**src/rtl/imcr_params.svh**
```systemverilog
// constants of the measurement control register set: offsets, fields, resets
// assumes inclusion by bare name from files under rtl/
`ifndef IMCR_PARAMS_SVH
`define IMCR_PARAMS_SVH
// Summary of operation
// - control bit 0 powers device on, resets zero
// - control bit 1 enables temperature sensor
// - control bit 2 enables current amplifier
// - control bit 3 enables voltage amplifier
// - control bit 4 switches converter reference on
// - control bit 5 enables over-current detector
// - control bit 6 routes detector to auxiliary pair
// - gain bits 4:0 current code, gain 2c+2
// - gain bits 7:6 voltage code, gain 2c+2
// - three-bit mux select, codes 6-7 reserved
// - armed conversion starts at select falling edge while control bit 0 is set
// - temperature above limit flags over-temperature while control bit 1 is set
// - enable bit 0 gates over-temperature interrupt
// - enable bit 1 gates under-voltage interrupt
// - enable bit 2 gates over-current interrupt
// - source flags hold until status read
// - interrupt readable and on active-low pin

// ----------------------------------------------------------------
// register offsets
// ----------------------------------------------------------------
`define IMCR_ADDR_CTRL     7'h01
`define IMCR_ADDR_GAIN     7'h02
`define IMCR_ADDR_MUX      7'h03
`define IMCR_ADDR_OTLIM    7'h04
`define IMCR_ADDR_IRQEN    7'h05
`define IMCR_ADDR_CURRMSB  7'h10
`define IMCR_ADDR_IRQST    7'h17

// ----------------------------------------------------------------
// reset values and writable masks
// ----------------------------------------------------------------
`define IMCR_RST_CTRL      8'h00
`define IMCR_RST_GAIN      8'h00
`define IMCR_RST_MUX       8'h00
`define IMCR_RST_OTLIM     8'hFF
`define IMCR_RST_IRQEN     8'h00
`define IMCR_MASK_CTRL     8'h7F
`define IMCR_MASK_GAIN     8'hDF
`define IMCR_MASK_MUX      8'h17
`define IMCR_MASK_IRQEN    8'h07

// ----------------------------------------------------------------
// field positions
// ----------------------------------------------------------------
`define IMCR_CTRL_CHIP     0
`define IMCR_MUX_ADC       4
`define IMCR_IRQ_OT        0
`define IMCR_IRQ_UV        1
`define IMCR_IRQ_OC        2
`define IMCR_DET_INT       5
`define IMCR_DET_WARN      6

// ----------------------------------------------------------------
// serial frame bit counts
// ----------------------------------------------------------------
`define IMCR_CMD_BITS      5'h08
`define IMCR_FRAME_BITS    5'h10
`endif

```
**src/rtl/imcr_pkg.sv**
```systemverilog
// types shared by the measurement control register set
// assumes no other package
package imcr_pkg;
   // serial port frame states
   typedef enum logic [0:0] {
      SPI_IDLE,
      SPI_SHIFT
   } imcr_spi_state_t;

   // converter input selections
   typedef enum logic [2:0] {
      MUX_CURR_AMP, MUX_VOLT_AMP, MUX_AUX_TWO, MUX_SUPPLY,
      MUX_RAW_CURR, MUX_AUX_ONE, MUX_RSV_6, MUX_RSV_7
   } imcr_mux_sel_t;

   // amplifier gain from its code: twice the code plus two
   function automatic logic [6:0] imcr_gain(input logic [4:0] code);
      imcr_gain = {1'b0, code, 1'b0} + 7'h02;
   endfunction : imcr_gain
endpackage : imcr_pkg

```
**src/rtl/imcr_irq_if.sv**
```systemverilog
// carrier between register logic and interrupt flag logic
// assumes both ends run on the system clock
`timescale 1ns/10ps
interface imcr_irq_if;
   logic [7:0] temp;
   logic       temp_en;
   logic [7:0] limit;
   logic       uv_evt;
   logic       oc_evt;
   logic       oc_en;
   logic [2:0] enable;
   logic       clear;
   logic [2:0] flags;
   logic       irq_n;
   modport regs (output temp, temp_en, limit, uv_evt, oc_evt, oc_en, enable, clear,
                 input flags, irq_n);
   modport irq  (input temp, temp_en, limit, uv_evt, oc_evt, oc_en, enable, clear,
                 output flags, irq_n);
endinterface : imcr_irq_if

```
**src/rtl/imcr_sync.sv**
```systemverilog
// two-flop synchroniser for a group of independent levels
// assumes each bit is a slow level or a clock far below clk_in
`timescale 1ns/10ps
module imcr_sync #(
   parameter int unsigned W         = 1,
   parameter logic [W-1:0] RST_VAL  = '0
) (
   input  wire logic         clk_in,
   input  wire logic         rst_n_in,
   input  wire logic [W-1:0] d_in,
   output logic      [W-1:0] q_out
);
   logic [W-1:0] meta_q;
   logic [W-1:0] sync_q;

   // first stage feeds only the second
   always_ff @(posedge clk_in or negedge rst_n_in) begin
      if (!rst_n_in) begin
         meta_q <= RST_VAL;
         sync_q <= RST_VAL;
      end else begin
         meta_q <= d_in;
         sync_q <= meta_q;
      end
   end
   assign q_out = sync_q;
endmodule : imcr_sync

```
**src/rtl/imcr_irq.sv**
```systemverilog
// sticky event flags, enable gating and active-low interrupt pin
// assumes events already on the system clock; clear is a one-cycle pulse
`timescale 1ns/10ps
`include "imcr_params.svh"
module imcr_irq (
   input  wire logic clk_in,
   input  wire logic rst_n_in,
   imcr_irq_if.irq   ib
);
   logic [2:0] flags_q;
   logic [2:0] flags_d;
   logic [2:0] events;

   // new events win over a clear in the same cycle
   always_comb begin
      events = 3'h0;
      events[`IMCR_IRQ_OT] = ib.temp_en && (ib.temp > ib.limit);
      events[`IMCR_IRQ_UV] = ib.uv_evt;
      events[`IMCR_IRQ_OC] = ib.oc_en && ib.oc_evt;
      flags_d = (flags_q & ~{3{ib.clear}}) | events;
   end

   always_ff @(posedge clk_in or negedge rst_n_in) begin
      if (!rst_n_in) flags_q <= 3'h0;
      else flags_q <= flags_d;
   end

   // pin low while any enabled flag stands
   assign ib.flags = flags_q;
   assign ib.irq_n = ~|(flags_q & ib.enable);

   property p_overtemp;
      @(posedge clk_in) disable iff (!rst_n_in)
         (ib.temp_en && ib.temp > ib.limit) |=> flags_q[`IMCR_IRQ_OT];
   endproperty
   a_overtemp: assert property (p_overtemp) else $error("over-temp not flagged");

   property p_hold;
      @(posedge clk_in) disable iff (!rst_n_in)
         !ib.clear |=> ((flags_q & $past(flags_q)) == $past(flags_q));
   endproperty
   a_hold: assert property (p_hold) else $error("flag dropped without read");

   property p_irq_assert;
      @(posedge clk_in) disable iff (!rst_n_in)
         (events & ib.enable) != 3'h0 |=> !ib.irq_n;
   endproperty
   a_irq_assert: assert property (p_irq_assert) else $error("pin not asserted");

   property p_clear_release;
      @(posedge clk_in) disable iff (!rst_n_in)
         (ib.clear && events == 3'h0) |=> ib.irq_n;
   endproperty
   a_clear_release: assert property (p_clear_release) else $error("pin held");
endmodule : imcr_irq

```
**src/rtl/imcr_top.sv**
```systemverilog
// measurement front end control registers behind a serial port
// assumes the host drives mode 0 frames: command byte (bit 7 read,
// bits 6:0 address) then one data byte, msb first, select held low
`timescale 1ns/10ps
`include "imcr_params.svh"
module imcr_top (
   input  wire logic       clk_sys_in,
   input  wire logic       rst_n_in,
   input  wire logic       serial_clk_in,
   input  wire logic       serial_select_n_in,
   input  wire logic       serial_data_in,
   output logic            serial_data_out,
   output logic            serial_data_oe_out,
   input  wire logic [7:0] temp_reading_in,
   input  wire logic       under_voltage_in,
   input  wire logic       over_current_in,
   output logic            chip_power_on_out,
   output logic            temp_sensor_en_out,
   output logic            pga_curr_en_out,
   output logic            pga_volt_en_out,
   output logic            adc_ref_en_out,
   output logic            over_current_en_out,
   output logic            over_current_aux_sel_out,
   output logic [6:0]      pga_curr_gain_out,
   output logic [6:0]      pga_volt_gain_out,
   output logic [2:0]      mux_sel_out,
   output logic            mux_reserved_out,
   output logic            convert_start_out,
   output logic [2:0]      convert_sel_out,
   output logic            irq_n_out
);

   // ----------------------------------------------------------------
   // reset release
   // ----------------------------------------------------------------
   logic [1:0] rst_sync_q;
   logic       rst_n;

   // assert at once, release after two clock edges
   always_ff @(posedge clk_sys_in or negedge rst_n_in) begin
      if (!rst_n_in) rst_sync_q <= 2'h0;
      else rst_sync_q <= {rst_sync_q[0], 1'b1};
   end
   assign rst_n = rst_sync_q[1];

   // ----------------------------------------------------------------
   // pin synchronisers
   // ----------------------------------------------------------------
   logic [4:0] pins_s;
   logic       sck_s;
   logic       sel_n_s;
   logic       mosi_s;
   logic       sck_prev_q;
   logic       sel_prev_q;

   // select idles high so the synchroniser resets deselected
   imcr_sync #(
      .W       (5),
      .RST_VAL (5'h02)
   ) u_sync (
      .clk_in   (clk_sys_in),
      .rst_n_in (rst_n),
      .d_in     ({over_current_in, under_voltage_in, serial_data_in,
                  serial_select_n_in, serial_clk_in}),
      .q_out    (pins_s)
   );
   assign sck_s   = pins_s[0];
   assign sel_n_s = pins_s[1];
   assign mosi_s  = pins_s[2];

   // previous samples for edge detection
   always_ff @(posedge clk_sys_in or negedge rst_n) begin
      if (!rst_n) begin
         sck_prev_q <= 1'b0;
         sel_prev_q <= 1'b1;
      end else begin
         sck_prev_q <= sck_s;
         sel_prev_q <= sel_n_s;
      end
   end

   logic sck_rise;
   logic sck_fall;
   logic sel_fall;
   assign sck_rise = sck_s & ~sck_prev_q;
   assign sck_fall = ~sck_s & sck_prev_q;
   assign sel_fall = ~sel_n_s & sel_prev_q;

   // ----------------------------------------------------------------
   // serial frame engine
   // ----------------------------------------------------------------
   imcr_pkg::imcr_spi_state_t st_q;
   imcr_pkg::imcr_spi_state_t st_d;
   logic [4:0] cnt_q;
   logic [4:0] cnt_d;
   logic [7:0] sh_q;
   logic [7:0] sh_d;
   logic [7:0] cmd_q;
   logic [7:0] cmd_d;
   logic [7:0] tx_q;
   logic [7:0] tx_d;
   logic       wr_q;
   logic       wr_d;
   logic       rdd_q;
   logic       rdd_d;
   logic [7:0] rdata;
   logic [6:0] addr;

   assign addr = cmd_q[6:0];

   // sample on rising clock, shift read data out on falling clock
   always_comb begin
      st_d  = st_q;
      cnt_d = cnt_q;
      sh_d  = sh_q;
      cmd_d = cmd_q;
      tx_d  = tx_q;
      wr_d  = 1'b0;
      rdd_d = 1'b0;
      case (st_q)
         imcr_pkg::SPI_IDLE: begin
            if (sel_fall) begin
               st_d  = imcr_pkg::SPI_SHIFT;
               cnt_d = 5'h00;
               tx_d  = 8'h00;
            end
         end
         imcr_pkg::SPI_SHIFT: begin
            if (sel_n_s) begin
               st_d = imcr_pkg::SPI_IDLE;
            end else if (sck_rise && cnt_q != `IMCR_FRAME_BITS) begin
               sh_d  = {sh_q[6:0], mosi_s};
               cnt_d = cnt_q + 5'h01;
               if (cnt_q == `IMCR_CMD_BITS - 5'h01) cmd_d = {sh_q[6:0], mosi_s};
               if (cnt_q == `IMCR_FRAME_BITS - 5'h01) begin
                  wr_d  = ~cmd_q[7];
                  rdd_d = cmd_q[7];
               end
            end else if (sck_fall) begin
               if (cnt_q == `IMCR_CMD_BITS) tx_d = rdata;
               else if (cnt_q > `IMCR_CMD_BITS) tx_d = {tx_q[6:0], 1'b0};
            end
         end
         default: st_d = imcr_pkg::SPI_IDLE;
      endcase
   end

   always_ff @(posedge clk_sys_in or negedge rst_n) begin
      if (!rst_n) begin
         st_q  <= imcr_pkg::SPI_IDLE;
         cnt_q <= 5'h00;
         sh_q  <= 8'h00;
         cmd_q <= 8'h00;
         tx_q  <= 8'h00;
         wr_q  <= 1'b0;
         rdd_q <= 1'b0;
      end else begin
         st_q  <= st_d;
         cnt_q <= cnt_d;
         sh_q  <= sh_d;
         cmd_q <= cmd_d;
         tx_q  <= tx_d;
         wr_q  <= wr_d;
         rdd_q <= rdd_d;
      end
   end

   // data pin driven only while selected
   assign serial_data_out    = tx_q[7];
   assign serial_data_oe_out = ~sel_n_s;

   // ----------------------------------------------------------------
   // configuration registers
   // ----------------------------------------------------------------
   logic [7:0] ctrl_q;
   logic [7:0] ctrl_d;
   logic [7:0] gain_q;
   logic [7:0] gain_d;
   logic [7:0] mux_q;
   logic [7:0] mux_d;
   logic [7:0] otlim_q;
   logic [7:0] otlim_d;
   logic [7:0] irqen_q;
   logic [7:0] irqen_d;
   logic       conv_q;
   logic       conv_d;
   logic [2:0] csel_q;
   logic [2:0] csel_d;

   // write at frame end; conversion starts on an armed select fall while control bit 0 is set
   always_comb begin
      ctrl_d  = ctrl_q;
      gain_d  = gain_q;
      mux_d   = mux_q;
      otlim_d = otlim_q;
      irqen_d = irqen_q;
      if (wr_q) begin
         case (addr)
            `IMCR_ADDR_CTRL:  ctrl_d  = sh_q & `IMCR_MASK_CTRL;
            `IMCR_ADDR_GAIN:  gain_d  = sh_q & `IMCR_MASK_GAIN;
            `IMCR_ADDR_MUX:   mux_d   = sh_q & `IMCR_MASK_MUX;
            `IMCR_ADDR_OTLIM: otlim_d = sh_q;
            `IMCR_ADDR_IRQEN: irqen_d = sh_q & `IMCR_MASK_IRQEN;
            default: ;
         endcase
      end
      conv_d = sel_fall && mux_q[`IMCR_MUX_ADC] && ctrl_q[`IMCR_CTRL_CHIP];
      csel_d = mux_q[2:0];
   end

   always_ff @(posedge clk_sys_in or negedge rst_n) begin
      if (!rst_n) begin
         ctrl_q  <= `IMCR_RST_CTRL;
         gain_q  <= `IMCR_RST_GAIN;
         mux_q   <= `IMCR_RST_MUX;
         otlim_q <= `IMCR_RST_OTLIM;
         irqen_q <= `IMCR_RST_IRQEN;
         conv_q  <= 1'b0;
         csel_q  <= 3'h0;
      end else begin
         ctrl_q  <= ctrl_d;
         gain_q  <= gain_d;
         mux_q   <= mux_d;
         otlim_q <= otlim_d;
         irqen_q <= irqen_d;
         conv_q  <= conv_d;
         csel_q  <= csel_d;
      end
   end

   // block enables straight from the control register
   assign chip_power_on_out        = ctrl_q[0];
   assign temp_sensor_en_out       = ctrl_q[1];
   assign pga_curr_en_out          = ctrl_q[2];
   assign pga_volt_en_out          = ctrl_q[3];
   assign adc_ref_en_out           = ctrl_q[4];
   assign over_current_en_out      = ctrl_q[5];
   assign over_current_aux_sel_out = ctrl_q[6];

   // gains, input select and conversion start
   assign pga_curr_gain_out = imcr_pkg::imcr_gain(gain_q[4:0]);
   assign pga_volt_gain_out = imcr_pkg::imcr_gain({3'h0, gain_q[7:6]});
   assign mux_sel_out       = mux_q[2:0];
   assign mux_reserved_out  = mux_q[2] & mux_q[1];
   assign convert_start_out = conv_q;
   assign convert_sel_out   = csel_q;

   // ----------------------------------------------------------------
   // interrupt flags and read-back
   // ----------------------------------------------------------------
   imcr_irq_if irq_bus ();

   assign irq_bus.temp    = temp_reading_in;
   assign irq_bus.temp_en = ctrl_q[1];
   assign irq_bus.limit   = otlim_q;
   assign irq_bus.uv_evt  = pins_s[3];
   assign irq_bus.oc_evt  = pins_s[4];
   assign irq_bus.oc_en   = ctrl_q[5];
   assign irq_bus.enable  = irqen_q[2:0];
   assign irq_bus.clear   = rdd_q && (addr == `IMCR_ADDR_IRQST);

   imcr_irq u_irq (
      .clk_in   (clk_sys_in),
      .rst_n_in (rst_n),
      .ib       (irq_bus)
   );

   assign irq_n_out = irq_bus.irq_n;

   // read data for the addressed register
   always_comb begin
      case (addr)
         `IMCR_ADDR_CTRL:    rdata = ctrl_q;
         `IMCR_ADDR_GAIN:    rdata = gain_q;
         `IMCR_ADDR_MUX:     rdata = mux_q;
         `IMCR_ADDR_OTLIM:   rdata = otlim_q;
         `IMCR_ADDR_IRQEN:   rdata = irqen_q;
         `IMCR_ADDR_CURRMSB: rdata = {1'b0, |irq_bus.flags, ~irq_bus.irq_n, 5'h00};
         `IMCR_ADDR_IRQST:   rdata = {5'h00, irq_bus.flags};
         default:            rdata = 8'h00;
      endcase
   end

   // ----------------------------------------------------------------
   // checks
   // ----------------------------------------------------------------
   logic [6:0] wr_ctrl_bits;
   logic [4:0] wr_curr_code;
   logic [1:0] wr_volt_code;
   logic [2:0] wr_mux_code;
   logic [2:0] mux_now;
   assign wr_ctrl_bits = sh_q[6:0];
   assign wr_curr_code = sh_q[4:0];
   assign wr_volt_code = sh_q[7:6];
   assign wr_mux_code  = sh_q[2:0];
   assign mux_now      = mux_q[2:0];

   property p_ctrl_write;
      @(posedge clk_sys_in) disable iff (!rst_n)
         (wr_q && addr == `IMCR_ADDR_CTRL) |=>
            ({over_current_aux_sel_out, over_current_en_out, adc_ref_en_out,
              pga_volt_en_out, pga_curr_en_out, temp_sensor_en_out,
              chip_power_on_out} == $past(wr_ctrl_bits));
   endproperty
   a_ctrl_write: assert property (p_ctrl_write) else $error("control not applied");

   property p_gain_write;
      @(posedge clk_sys_in) disable iff (!rst_n)
         (wr_q && addr == `IMCR_ADDR_GAIN) |=>
            (pga_curr_gain_out == {1'b0, $past(wr_curr_code), 1'b0} + 7'h02) &&
            (pga_volt_gain_out == {4'h0, $past(wr_volt_code), 1'b0} + 7'h02);
   endproperty
   a_gain_write: assert property (p_gain_write) else $error("gain wrong");

   property p_mux_write;
      @(posedge clk_sys_in) disable iff (!rst_n)
         (wr_q && addr == `IMCR_ADDR_MUX) |=>
            (mux_sel_out == $past(wr_mux_code)) &&
            (mux_reserved_out == ($past(wr_mux_code) >= 3'h6));
   endproperty
   a_mux_write: assert property (p_mux_write) else $error("mux select wrong");

   property p_convert;
      @(posedge clk_sys_in) disable iff (!rst_n)
         (sel_fall && mux_q[`IMCR_MUX_ADC] && chip_power_on_out) |=>
            (convert_start_out && convert_sel_out == $past(mux_now)) ##1 !convert_start_out;
   endproperty
   a_convert: assert property (p_convert) else $error("conversion not started");

   property p_detect_read;
      @(posedge clk_sys_in) disable iff (!rst_n)
         (st_q == imcr_pkg::SPI_SHIFT && sck_fall && cnt_q == `IMCR_CMD_BITS &&
          addr == `IMCR_ADDR_CURRMSB) |=> (tx_q[`IMCR_DET_INT] != $past(irq_n_out));
   endproperty
   a_detect_read: assert property (p_detect_read) else $error("detected bit wrong");
endmodule : imcr_top

```
**config.mk**
```make
export PLATFORM = sky130hd
export DESIGN_NAME = imcr_top
export DESIGN_NICKNAME = d
export VERILOG_FILES = /design/src/rtl/imcr_pkg.sv /design/src/rtl/imcr_irq_if.sv /design/src/rtl/imcr_sync.sv /design/src/rtl/imcr_irq.sv /design/src/rtl/imcr_top.sv
export VERILOG_INCLUDE_DIRS = /design/src /design/src/rtl
export SDC_FILE = /design/constraint.sdc
export NUM_CORES = 1
export LEC_CHECK = 0
export BUFFER_PORTS_ARGS = -buffer_cell sky130_fd_sc_hd__buf_4
export CAP_MARGIN = 10
export CORE_ASPECT_RATIO = 2
export CORE_MARGIN = 2
export CORE_UTILIZATION = 35
export CTS_BUF_LIST = sky130_fd_sc_hd__clkbuf_8
export CTS_CLUSTER_DIAMETER = 40
export DETAILED_ROUTE_END_ITERATION = 10
export SLEW_MARGIN = 10
export SYNTH_ARGS = -nofsm -noshare
export SYNTH_HDL_FRONTEND = slang
export SYNTH_SLANG_ARGS = --single-unit
```
**constraint.sdc**
```tcl
create_clock -name clk_sys_in -period 3.4 [get_ports clk_sys_in]
set_input_delay 0.68 -clock clk_sys_in [delete_from_list [all_inputs] [get_ports clk_sys_in]]
set_output_delay 0.68 -clock clk_sys_in [all_outputs]
set_load 0.05 [all_outputs]
```
==> results.md, run 1 <==
Routing:
- Wires add up to 9340 microns.
- The per-cell via count in the routed design is about 5.2.
- The number of violations reported at the end of detailed-routing iteration 0 is 177.
- The number of design rule violations left after detail routing is 0.
- Dividing the detail-routed wire length by the instance count gives 18.6 microns.
- In this run the remaining antenna-violating nets after routing total 0.
- The total iterations of the first detailed-routing run is 4.
- The via count of the routed design is roughly 2.6k.

Placement:
- The count of input and output buffers is 41.
- Once placement completed, the tool counted placed cells totaling roughly 500.
- The final HPWL from detailed placement is a little under 7000 microns.
- The routability congestion estimate is ~0.93.

Power and ir drop:
- Net switching is 22.2% of the power.
- In this run the power spent charging and discharging nets is around 440 uW.
- The total power density per cell area is roughly 450 nW/um^2.
- The total leakage power is around 0.0021 uW.
- Combinational cells account for under 10% of the total power.
- The worst-case vdd ir drop is around 230 uV.
- Cell internal power was estimated by the tool at between 1500 and 2000 uW.
- The share of power burned in registers is between 50% and 60%.
- The clock network accounts for between 40% and 50% of the total power.

Clock tree:
- The H-tree was split into 3 levels.
- In this run, post-CTS hold repair placed 0 buffers.
- The clock tree from TritonCTS is done.
- The root buffer cell chosen for the clock tree is clkbuf_8.
- Clock-pin slew was measured on the worst setup and hold paths at about 0.080 ns.
- Counting the buffers created by CTS gives 9.
- The clock passes through at most 2 buffers.
- The clock latency on the worst-skew pair is approximately 0.36 ns.
- The number of sinks driven by the clock tree is a little over 80.
- The post-CTS resize count is 0.
- The number of setup buffers added after CTS is 0.

GRT:
- The via count of the first global-routing pass is around 2.7k.
- The global-route total usage across every layer is between 15 and 20%.
- Entering global routing, the biggest net connects roughly 80 pins.
- The first-pass GRT wire length is ~15,000 microns.
- The initial antenna violation count is 0.
- Global routing finished with a remaining overflow of 0.

Layout:
- The post-route netlist has 27.9% of its cells at a drive strength greater than 1.
- In the layout the commonest cells are dfrtp_1 (70), buf_4 (42), mux2_1 (28).
- The number of antenna repair diodes is 0.
- The area added between synthesis and finish is 16.8%.
- After filler insertion, the fill cell instance count of the layout stands at roughly 1.1k.
- The number of standard cells in the final layout excluding fillers is 502.
- Leaving out fill and tap cells, the most frequent cell in the layout is dfrtp_1.
- The net count of the finished layout is 385.

Floorplan:
- After floorplanning, the core was divided into 54 placement rows.
- The core box area is about 11,000 sq um.
- The initial cell density of the core is a little over a third.
- The die span in x is 78.1 microns.
- The die outline area is between 10,000 and 15,000 sq um.
- During I/O placement, the number of pins put on the boundary was 47.
- From bottom edge to top edge, the die measures about 150 microns.

Yosys:
- The Yosys step of the flow raised 0 warnings.
- In the synthesized netlist the dominant register cell turns out to be dfrtp_1.
- The number of synthesized flops with an enable pin is 0.
- The share of the yosys chip area belonging to registers is 53.7%.
- The share of flip-flops with an asynchronous set or reset after synthesis is between 90% and 100%.
- The number of distinct standard cells referenced by the synthesized netlist is 56.
- The total standard cell area after synthesis is 3850 sq um.
- The synthesized design contains between 80 and 90 register bits.
- The instance count of the mapped netlist is 319.
- The average instance in the mapped netlist occupies 12.1 sq um.

Setup path:
- The worst register-to-register path begins at cmd_q[4].
- The required time of the critical path is about 2.7 ns.
- The kind of critical path is flip-flop to output pin.
- The worst setup path is captured at an output pin.
- The maximum fanout encountered on the critical timing path is 4.
- STA classifies the critical path startpoint as a flip-flop.
- Tracing the worst setup path back leads to its startpoint at u_irq.ib.flags[0].
- The worst endpoint data arrival time is between 1.5 and 2 ns.
- Setup slack on the worst reg-to-reg path comes out at 1.09 ns.

Min path:
- The worst min-delay path class is input pin to async pin.

Timing:
- The relative slew slack is ~32%.
- On the final layout, the worst clock skew is ~0.011 ns.
- Setup repair after global routing left no endpoint under its margin.
- The number of hold violations in the final report is 0.
- The transition time at the pin with the least slew margin is 1.02 ns.
- After routing, the total negative slack on setup checks comes to 0 ns.
- The final number of max-transition violations came to 0.
- Dividing the final minimum period by the clock period gives slightly above 70%.
- Based on the critical path, the design can be clocked at up to around 400 MHz.
- The worst path needs roughly 2.5 ns of the cycle, external delays included.
- Setup violations remaining at the end of the flow were counted as 0.

Status:
- The flow ran to the end, and the final reports show no timing, DRC or antenna violations.

Flow run:
- The number of violations of the max-capacitance limit is 0.
## power by group through the flow
stage | combinational, uW | clock (uW) | sequential [uW]
floorplan | 53.4 | 0 | 1050
global placement | 66.4 | 0 | 1080
detailed placement | 69.2 | 0 | 1080
CTS | 69.4 | 890 | 1070
global route | 76.3 | 941 | 1070
finish | 68.8 | 871 | 1060
## per-layer routing
| layer | global-route usage, % | vias to the layer above | routed length, microns |
|---|---|---|---|
| met4 | 9.36 | 0 | 428 |
| met3 | 2.96 | 22 | 268 |
| met5 | 0 | - | 0 |
| met2 | 29.3 | 68 | 5050 |
| li1 | - | 1215 | - |
| met1 | 18.6 | 1313 | 3600 |
## state kept, by name, summed over array words and instances, names as in the netlist, 2 cells and up
signal,cells
cmd_q,8
irq_bus.limit,8
sh_q,8
tx_q,8
ctrl_q,7
gain_q,7
cnt_q,5
u_sync.meta_q,5
u_sync.q_out,5
mux_q,4
convert_sel_out,3
irqen_q,3
u_irq.ib.flags,3
rst_sync_q,2
## cell type report
type	instances	area, sq um	share of cell area (%)
Sequential cell	82	2070	46.1
Multi-Input combinational cell	206	1620	36.1
Timing Repair Buffer	42	315	7.02
Tap cell	140	175	3.90
Clock buffer	11	151	3.37
Clock inverter	5	100	2.23
Inverter	16	60.1	1.34
## critical path: stages, from the launching register on
cell and delay, ns:
dfrtp_1 0.45, a222oi_1 0.65, buf_4 0.32
## cell usage after synthesis (2+ instances only)
cell type | count | area share [%]
dfrtp_1 | 71 | 46
mux2_1 | 28 | 8.2
mux2_2 | 20 | 5.9
nand2_1 | 20 | 2.0
inv_1 | 15 | 1.5
nand3_1 | 14 | 1.8
ha_1 | 13 | 4.2
dfstp_2 | 11 | 7.5
buf_4 | 10 | 2.0
nor2_1 | 10 | 0.98
nand4_1 | 7 | 1.1
o21ai_0 | 7 | 0.91
a22o_1 | 6 | 1.4
nor3_1 | 6 | 0.78
a21oi_1 | 5 | 0.65
and3_1 | 5 | 0.81
buf_2 | 5 | 0.65
o221ai_1 | 5 | 1.1
a22oi_1 | 4 | 0.78
mux2i_1 | 4 | 1.0
a31oi_1 | 3 | 0.49
nand2b_1 | 3 | 0.49
nor2b_1 | 3 | 0.49
o31ai_1 | 3 | 0.59
xnor2_1 | 3 | 0.68
and2_1 | 2 | 0.33
buf_1 | 2 | 0.20
clkbuf_1 | 2 | 0.20
conb_1 | 2 | 0.20
nand2_2 | 2 | 0.33
or3_1 | 2 | 0.33
xor2_1 | 2 | 0.46
## path summary, 6_finish.rpt
path / to / depth (start not counted)
worst max-delay path: irq_n_out / 2
worst min-delay path: rst_sync_q[1] / 1
worst max register to register: ctrl_q[0] / 4
worst min register to register: rst_sync_q[1] / 0
max in group asynchronous: ctrl_q[2] / 0
min in group clk_sys_in: rst_sync_q[1] / 0
## cell families (layout without fill, tap and decap cells)
logic type / Yosys count / count (layout) / synth area share (%)
AND/OR/NAND/NOR: 86 / 86 / 12.5
flip-flops: 82 / 82 / 53.7
multiplexers: 52 / 52 / 15.1
AO/OA/AOI/OAI: 44 / 44 / 8.59
buffers and inverters: 35 / 74 / 4.55
adder cells (fa/ha/maj): 13 / 13 / 4.23
XOR/XNOR: 5 / 5 / 1.14
other: 2 / 6 / 0.195
## per-stage QoR
step                      hold WS (ns)  setup slack, ns  power, uW  area [sq um]  util, %
after CTS                       0.0788            0.940       2020          4490     41.6
final                           0.0953            0.946       2000          4490     41.6
after global placement           0.331             1.11       1150          4240     39.2
after floorplan                  0.331            0.952       1110          3860        -
after global routing            0.0707            0.947       2090          4490     41.6
after detailed placement         0.336             1.14       1150          4240     39.2
No activity file was read; power rests on OpenSTA's default activity.
==> run 2: changes to the inputs <==
ABC_AREA = 1   (was not set)
clock period = 2.04 ns   (was 3.4 ns; I/O delays follow)
==> run 2 against run 1 <==
  * Final cell count rose by 27%
  * Total power up 60%
  * Highest routed layer unchanged
  * Largest power group unchanged
  * Synthesized cell count increased by 38%
  * Worst hold slack better by 0.059 ns
  * First-iteration DRC count increased by 34%
  * Area after synthesis fell by 0.29%
  * Combinational power rose to 3.0 times the previous value
  * Critical endpoint is now pga_curr_gain_out[5]
  * Die area is 0.29% lower
  * Non-clock buffer count up 9
  * Utilization is 0.34 points higher
  * Sequential power increased by 61%
  * Global-route usage rose by 0.32 points
==> results.md, run 2 <==
Timing:
- The transition time at the pin with the least slew margin is 0.514 ns (-0.505 ns).
- The worst clock skew is 0.00972 ns (-0.000803 ns).
- The final number of max-transition violations came to 0 (unchanged).
- The setup TNS after final layout is 0 ns (unchanged).
- The timing-limited maximum frequency is approximately 530 MHz.
- The number of hold violations in the final report is 0 (unchanged).
- The worst hold slack across all endpoints came to 0.155 ns (+0.0593 ns).
- The smallest clock period supported by the final layout is computed as 1.90 ns.
- Setup repair after global routing left no endpoint under its margin.
- The relative slew slack is 65.8% (+34 points).
- The total of endpoints with negative setup slack in the final report is 0 (unchanged).
- The portion of the clock cycle consumed by the worst path in the final layout is 93.0%.

Yosys:
- The instance count of the mapped netlist is 441 (+38%).
- Sorting the synthesized cells by how often they occur yields nand2_1 (120), dfrtp_1 (71), o21ai_1 (50), inv_1 (44), nand3_1 (37).
- In the post-synthesis netlist, the cell with the most instances is nand2_1.
- The number of warnings printed during yosys synthesis is 0 (unchanged).
- The number of distinct standard cells referenced by the synthesized netlist is 30 (-46%).
- The share of flip-flops with an asynchronous set or reset after synthesis is 100% (unchanged).
- After synthesis, the cell types taking the most area are dfrtp_1 (46%), nand2_1 (12%), dfstp_2 (7.5%), o21ai_1 (6.5%), nand3_1 (4.8%).
- The most area-hungry cell type in the Yosys netlist is dfrtp_1.
- The average cell area after synthesis is 8.70 sq um (-28%).
- In the synthesized netlist the dominant register cell turns out to be dfrtp_1.
- The share of the yosys chip area belonging to registers came to 53.9% (+0.16 points).
- The total standard cell area after synthesis is 3830 sq um (-0.29%).
- The portion of synthesized cell area occupied by the leading cell type was 46.3% (+0.14 points).
- The register bit total from synthesis is 82 (unchanged).
- The number of synthesized flops with an enable pin came to 0 (unchanged).

Setup path:
- STA classifies the critical path endpoint as an output pin.
- The type of element launching the critical path is a flip-flop.
- The maximum fanout encountered on the critical timing path is 5 (+1).
- The critical path in this run is classified as flip-flop to output pin.
- The worst endpoint data arrival time is 1.49 ns (-0.28 ns).
- The required time of the critical path is 1.63 ns (-1.09 ns).

Power and ir drop:
- The internal power contribution was 2440 uW (+57%).
- The logic gate share of total power is 6.5% (+3.1 points).
- The total leakage power was 0.00214 uW (+2.9%).
- The net switching component of the power is 758 uW (+70%).
- The switching part of the total is 23.7% (+1.5 points).
- The share of power burned in registers is 53.4% (+0.3 points).
- The clock network power share was 40.1% (-3.4 points).
- The worst-case vdd ir drop is 423 uV (+86%).
- The total power density per cell area is 706 nW/um^2 (+58%).

Clock tree:
- The clock tree from TritonCTS is done.
- The root buffer cell is clkbuf_8.
- The number of clock buffers inserted by TritonCTS is 9 (unchanged).
- The clock latency on the worst-skew pair is 0.35 ns (about the same).
- The number of buffers between clock root and the deepest sink was 2 (unchanged).
- The number of setup buffers added after CTS is 0 (unchanged).
- The number of sinks driven by the clock tree is 82 (unchanged).
- The post-CTS clock slew at the launch and capture registers of the worst setup and hold paths is 0.08 ns (about the same).
- The count of H-tree levels built during CTS is 3 (unchanged).

Routing:
- The routed length on met1 came to 3500 microns (-2.7%).
- The number of nets with antenna violations after routing is 0 (unchanged).
- The top layer used by detailed routing is met4.
- The detailed route wirelength on metal2 was 5020 microns (-0.56%).
- The number of design rule violations left after detail routing was 0 (unchanged).
- The per-cell via count in the routed design came to 4.87 (-6.5%).
- The routed length per placed instance is 14.9 microns (-20%).
- The number of violations reported at the end of detailed-routing iteration 0 is 238 (+34%).
- The total iterations of the first detailed-routing run is 5 (+1).
- The length of routed met3 wiring was 405 microns (+51%).
- The final routed wirelength across all metal layers was 9450 microns (+1.2%).
- The via count of the routed design is 3,100 (+18%).

GRT:
- The initial antenna violation count was 0 (unchanged).
- The largest net degree at the start of global routing was 39 (-52%).
- The global-route total usage across every layer was 17.0% (+0.32 points).
- The via count of the first global-routing pass is 3,092 (+15%).
- The residual overflow from global routing was 0 (unchanged).
- The first-pass GRT wire length is 15,500 microns (+4.8%).

Min path:
- The worst min-delay path class is input pin to flip-flop.

Placement:
- The final HPWL from detailed placement was 7230 microns (+4.2%).
- The cell total after placement is 619 (+27%).
- The routability congestion estimate is 0.953 (+2.0%).
- The count of input and output buffers is 41 (unchanged).

Flow run:
- The number of violations of the max-capacitance limit came to 0 (unchanged).

Layout:
- The top cell types in the final layout, fill and taps aside, are nand2_1 (120), dfrtp_1 (70), o21ai_1 (50).
- The flip-flop and latch area came to 2070 sq um (unchanged).
- The layout filler cell count is 1,082 (+0.28%).
- The number of standard cells in the final layout excluding fillers is 636 (+27%).
- The final net count is 519 (+35%).
- Compared with the post-synthesis result, the final layout area differs by 18.1%.
- The fraction of final layout cells with drive strength greater than 1 is 19.0% (-8.9 points).
- Leaving out fill and tap cells, the most frequent cell in the layout is nand2_1.
- The fraction of the core area covered by cells at the end of the flow is 41.9% (+0.34 points).
- The area used by multi-input combinational logic is 1470 sq um (-9.2%).
- The number of antenna repair diodes is 0 (unchanged).

Floorplan:
- The initial cell density of the core was 35.5% (-0.10 points).
- The I/O pin count is 47 (unchanged).
- The floorplan die height is 152 microns (-0.14%).
- The die outline area was 11,900 sq um (-0.29%).
- The die span in x is 78.0 microns (-0.14%).
- The core box area is 10,800 sq um (unchanged).
- The row count is 54 (unchanged).

Status:
- The run finished with clean final reports.
[run 2: power by group through the flow]
stage                     Clock, uW  Sequential, uW  Combinational (uW)
after floorplan                   0            1740                 115
after global placement            0            1740                 203
after detailed placement          0            1740                 207
after CTS                      1320            1710                 210
after global routing           1390            1720                 228
final                          1280            1710                 208
[run 2: per-stage QoR]
step                      setup WS, ns  instance area (sq um)  total power [uW]
after floorplan                 0.0742                   3850              1860
after global placement           0.435                   4300              1940
after detailed placement         0.363                   4300              1950
after CTS                        0.122                   4530              3240
after global routing            0.0784                   4530              3330
final                            0.143                   4530              3200
[run 2: area by class of cell]
| type | count | share of cell area [%] |
|---|---|---|
| Sequential cell | 82 | 45.7 |
| Clock buffer | 10 | 3.04 |
| Multi-Input combinational cell | 295 | 32.5 |
| Inverter | 52 | 4.31 |
| Tap cell | 140 | 3.87 |
| Timing Repair Buffer | 51 | 8.79 |
| Clock inverter | 6 | 1.80 |
[run 2: path summary, 6_finish.rpt]
path | from | endpoint | slack, ns | cells after the start
setup / recovery | gain_q[0] | pga_curr_gain_out[5] | 0.14 | 4
hold / removal | serial_select_n_in | u_sync.meta_q[1] | 0.15 | 1
setup reg to reg | cnt_q[0] | cmd_q[0] | 0.34 | 8
hold reg to reg | rst_sync_q[1] | mux_q[0] | 0.30 | 0
max in group asynchronous | rst_sync_q[1] | irq_bus.limit[5] | 1.12 | 1
min in group asynchronous | rst_sync_q[1] | mux_q[0] | 0.30 | 0
[run 2: metal layers]
metal	up-vias	track usage, %
li1	1507	-
met1	1452	18.6
met2	114	29.4
met3	27	2.67
met4	0	11.6
met5	-	0
[run 2: timing repair]
item | in CTS | in global routing
endpoints found under the hold margin | 2 | 0
hold buffers | 1 | 0
gates resized for setup | 0 | 0
[run 2: cell families after synthesis]
| logic type | Yosys count | share of synthesized area (%) |
|---|---|---|
| simple gates | 197 | 22.3 |
| flops | 82 | 53.9 |
| compound gates | 75 | 10.3 |
| buf+inv | 68 | 8.16 |
| fa+ha+maj | 13 | 4.24 |
| xor+xnor | 3 | 0.685 |
| other cells | 2 | 0.196 |
| mux | 1 | 0.261 |
[run 2: worst max-delay path: stages (launching register included)]
cell     delay [ns]
dfrtp_1        0.44
ha_1           0.24
nand3_1        0.10
xor2_1         0.15
buf_4          0.22
==> run 3: changes to the inputs <==
CORE_UTILIZATION = 30   (was 35)
REMOVE_ABC_BUFFERS = 1   (was not set)
==> run 3 against run 2 <==
  * Setup slack improved by 0.018 ns
  * Sequential power barely moved
  * Count of clock-buffer cells in the layout is 1 higher
  * Global-route usage is 2.5 points lower
  * Critical path type unchanged
  * Largest cell class unchanged
  * Largest power group unchanged
==> results.md, run 3 (synthesis gave the netlist of run 2 again) <==
Status:
- The run finished with clean final reports.

Clock tree:
- The number of clock buffers inserted by TritonCTS is 9 (unchanged).
- The count of H-tree levels built during CTS is 3 (unchanged).
- TritonCTS built the clock tree.
- The number of buffers between clock root and the deepest sink was 2 (unchanged).
- The clock latency on the worst-skew pair came to 0.35 ns (about the same).
- The root buffer cell chosen for the clock tree is clkbuf_8.
- The number of setup buffers added after CTS is 0 (unchanged).
- The post-CTS clock slew at the launch and capture registers of the worst setup and hold paths is 0.08 ns (about the same).
- The number of sinks driven by the clock tree is 82 (unchanged).

Routing:
- The via count of the routed design is 3,086 (-0.45%).
- The number of design rule violations left after detail routing was 0 (unchanged).
- The number of nets with antenna violations after routing came to 0 (unchanged).
- The final routed wirelength across all metal layers is 9350 microns (-1.0%).
- The number of violations reported at the end of detailed-routing iteration 0 is 213 (-11%).
- The routed length per placed instance is 14.6 microns (-1.9%).
- The per-cell via count in the routed design is 4.81 (-1.4%).
- The total iterations of the first detailed-routing run was 4 (-1).

GRT:
- The first-pass GRT wire length is 15,500 microns (-0.18%).
- The initial antenna violation count is 0 (unchanged).
- The largest net degree at the start of global routing is 53 (+36%).
- The global-route total usage across every layer was 14.5% (-2.5 points).
- The via count of the first global-routing pass is 3,060 (-1.0%).
- The residual overflow from global routing is 0 (unchanged).

Setup path:
- The required time of the critical path is 1.63 ns (about the same).
- The signal on the critical path passes through ha_2 > nand3_1 > xor2_1 > buf_4.
- The maximum fanout encountered on the critical timing path was 5 (unchanged).
- The maximum cell stage delay along the critical path is 0.45 ns (about the same).
- The most critical setup path has its startpoint at gain_q[0].
- The cell count of the worst reg-to-reg path came to 7 (-1).
- For this design, the slowest cell found on the critical path is dfrtp_2.
- The kind of critical path is flip-flop to output pin.
- The worst setup path is launched from a flip-flop.
- The worst setup path is captured at an output pin.
- The endpoint identified for the worst register-to-register timing path is gain_q[6].
- The critical path depth in cells is 4 (unchanged).
- The worst endpoint data arrival time is 1.47 ns (-0.02 ns).
- The startpoint of the lowest-slack register-to-register path is cmd_q[5].
- Broken down by cell family, the worst path's largest delay share belongs to flip-flops.
- The termination of the worst setup path is pga_curr_gain_out[5].
- The count of buffering cells on the critical path with inverters included was 1 (unchanged).
- The internal reg-to-reg setup slack is 0.25 ns (-0.09 ns).

Power and ir drop:
- The internal power contribution is 2220 uW (-9.1%).
- The share of power burned in registers is 57.2% (+3.8 points).
- The logic gate share of total power came to 6.7% (+0.2 points).
- The clock network power share was 36.1% (-4.0 points).
- The net switching component of the power is 759 uW (+0.15%).
- The total leakage power is 0.00211 uW (-1.3%).
- The worst-case vdd ir drop is 264 uV (-37%).
- The switching part of the total is 25.5% (+1.8 points).
- The total power density per cell area was 665 nW/um^2 (-5.9%).

Layout:
- The fraction of final layout cells with drive strength greater than 1 is 18.5% (-0.46 points).
- The final net count is 515 (-0.77%).
- The area used by multi-input combinational logic is 1470 sq um (+0.17%).
- The library cell used most frequently in the layout, excluding fill and tap cells, is nand2_1.
- The flip-flop and latch area is 2070 sq um (about the same).
- The number of antenna repair diodes is 0 (unchanged).
- The number of standard cells in the final layout excluding fillers is 642 (+0.94%).
- In the layout the commonest cells are nand2_1 (120), dfrtp_1 (69), o21ai_1 (50).
- The layout filler cell count was 1,291 (+19%).
- The area growth from synthesis to layout is 16.9%.

Timing:
- The relative slew slack is 66.6% (+0.82 points).
- The worst hold slack across all endpoints is 0.155 ns (+0.000406 ns).
- The number of hold violations in the final report was 0 (unchanged).
- The transition time at the pin with the least slew margin is 0.500 ns (-0.0137 ns).
- The portion of the clock cycle consumed by the worst path in the final layout is 92.1% (-0.87 points).
- The total of endpoints with negative setup slack in the final report was 0 (unchanged).
- The shortest clock period the worst path allows after layout came to 1.88 ns (-0.0177 ns).
- The timing-limited maximum frequency came to 532 MHz (+0.94%).
- The final number of max-transition violations was 0 (unchanged).
- Setup repair after global routing left no endpoint under its margin.
- The worst clock skew came to 0.0121 ns (+0.00240 ns).

Floorplan:
- The die span in x was 83.9 microns (+7.6%).
- The initial cell density of the core is 30.5% (-4.9 points).
- The die outline area came to 13,800 sq um (+16%).
- The core box area is 12,600 sq um (+16%).
- The floorplan die height was 164 microns (+7.8%).
- The I/O pin count is 47 (unchanged).
- The row count is 58 (+7.4%).

Min path:
- The tightest min-delay check is of the input pin to flip-flop type.

Placement:
- The cell total after placement was 625 (+0.97%).
- The final HPWL from detailed placement was 6970 microns (-3.7%).
- The count of input and output buffers was 41 (unchanged).
- The routability congestion estimate came to 0.943 (-1.1%).

Flow run:
- The number of violations of the max-capacitance limit is 0 (unchanged).
-- run 3: layer usage --
layer	part of all wire, %	track usage, %	vias up
met5	0	0	-
met4	4.0	9.82	0
met3	4.0	2.61	19
met2	52	25.3	82
met1	40	15.9	1481
li1	-	-	1504
-- run 3: cell type report --
type                       count  area share [%]
clock buffer                  11            3.38
tap                          150            4.19
sequential                    82            46.2
inverter                      52            4.36
clock inverter                 5           0.503
timing repair buffer          47            8.49
multi-input combinational    295            32.9
-- run 3: repair_timing --
item                                    CTS  global route
hold buffers                              1             0
endpoints found under the setup margin    0             1
endpoints found under the hold margin     2             0
gates resized for setup                   0             2
-- run 3: power groups by stage --
stage,logic (uW),clock network (uW),registers (uW)
CTS,201,1110,1710
detailed placement,199,0,1740
finish,198,1080,1710
floorplan,107,0,1740
global route,224,1160,1710
global placement,195,0,1740
-- run 3: stage by stage --
step	TNS, ns	utilization [%]	instance area [sq um]	worst slack, ns	total power [uW]
2_1_floorplan	-27.16	-	3730	-0.394	1850
4_1_cts	0	35.7	4480	0.0821	3020
3_3_place_gp	0	34.2	4290	0.395	1930
6_report	0	35.7	4480	0.161	2980
5_1_grt	0	35.7	4480	0.0285	3100
3_5_place_dp	0	34.2	4290	0.315	1940
-- run 3: worst min-delay path by stage --
stage	slack, ns	startpoint	to	depth (start not counted)
final	0.16	over_current_in	u_sync.meta_q[4]	1
after detailed placement	0.19	rst_n_in	rst_sync_q[0]	1
after CTS	0.13	serial_data_in	u_sync.meta_q[2]	1
after floorplan	0.11	rst_n_in	rst_sync_q[0]	0
after global routing	0.14	over_current_in	u_sync.meta_q[4]	1
after global placement	0.19	rst_n_in	rst_sync_q[0]	1
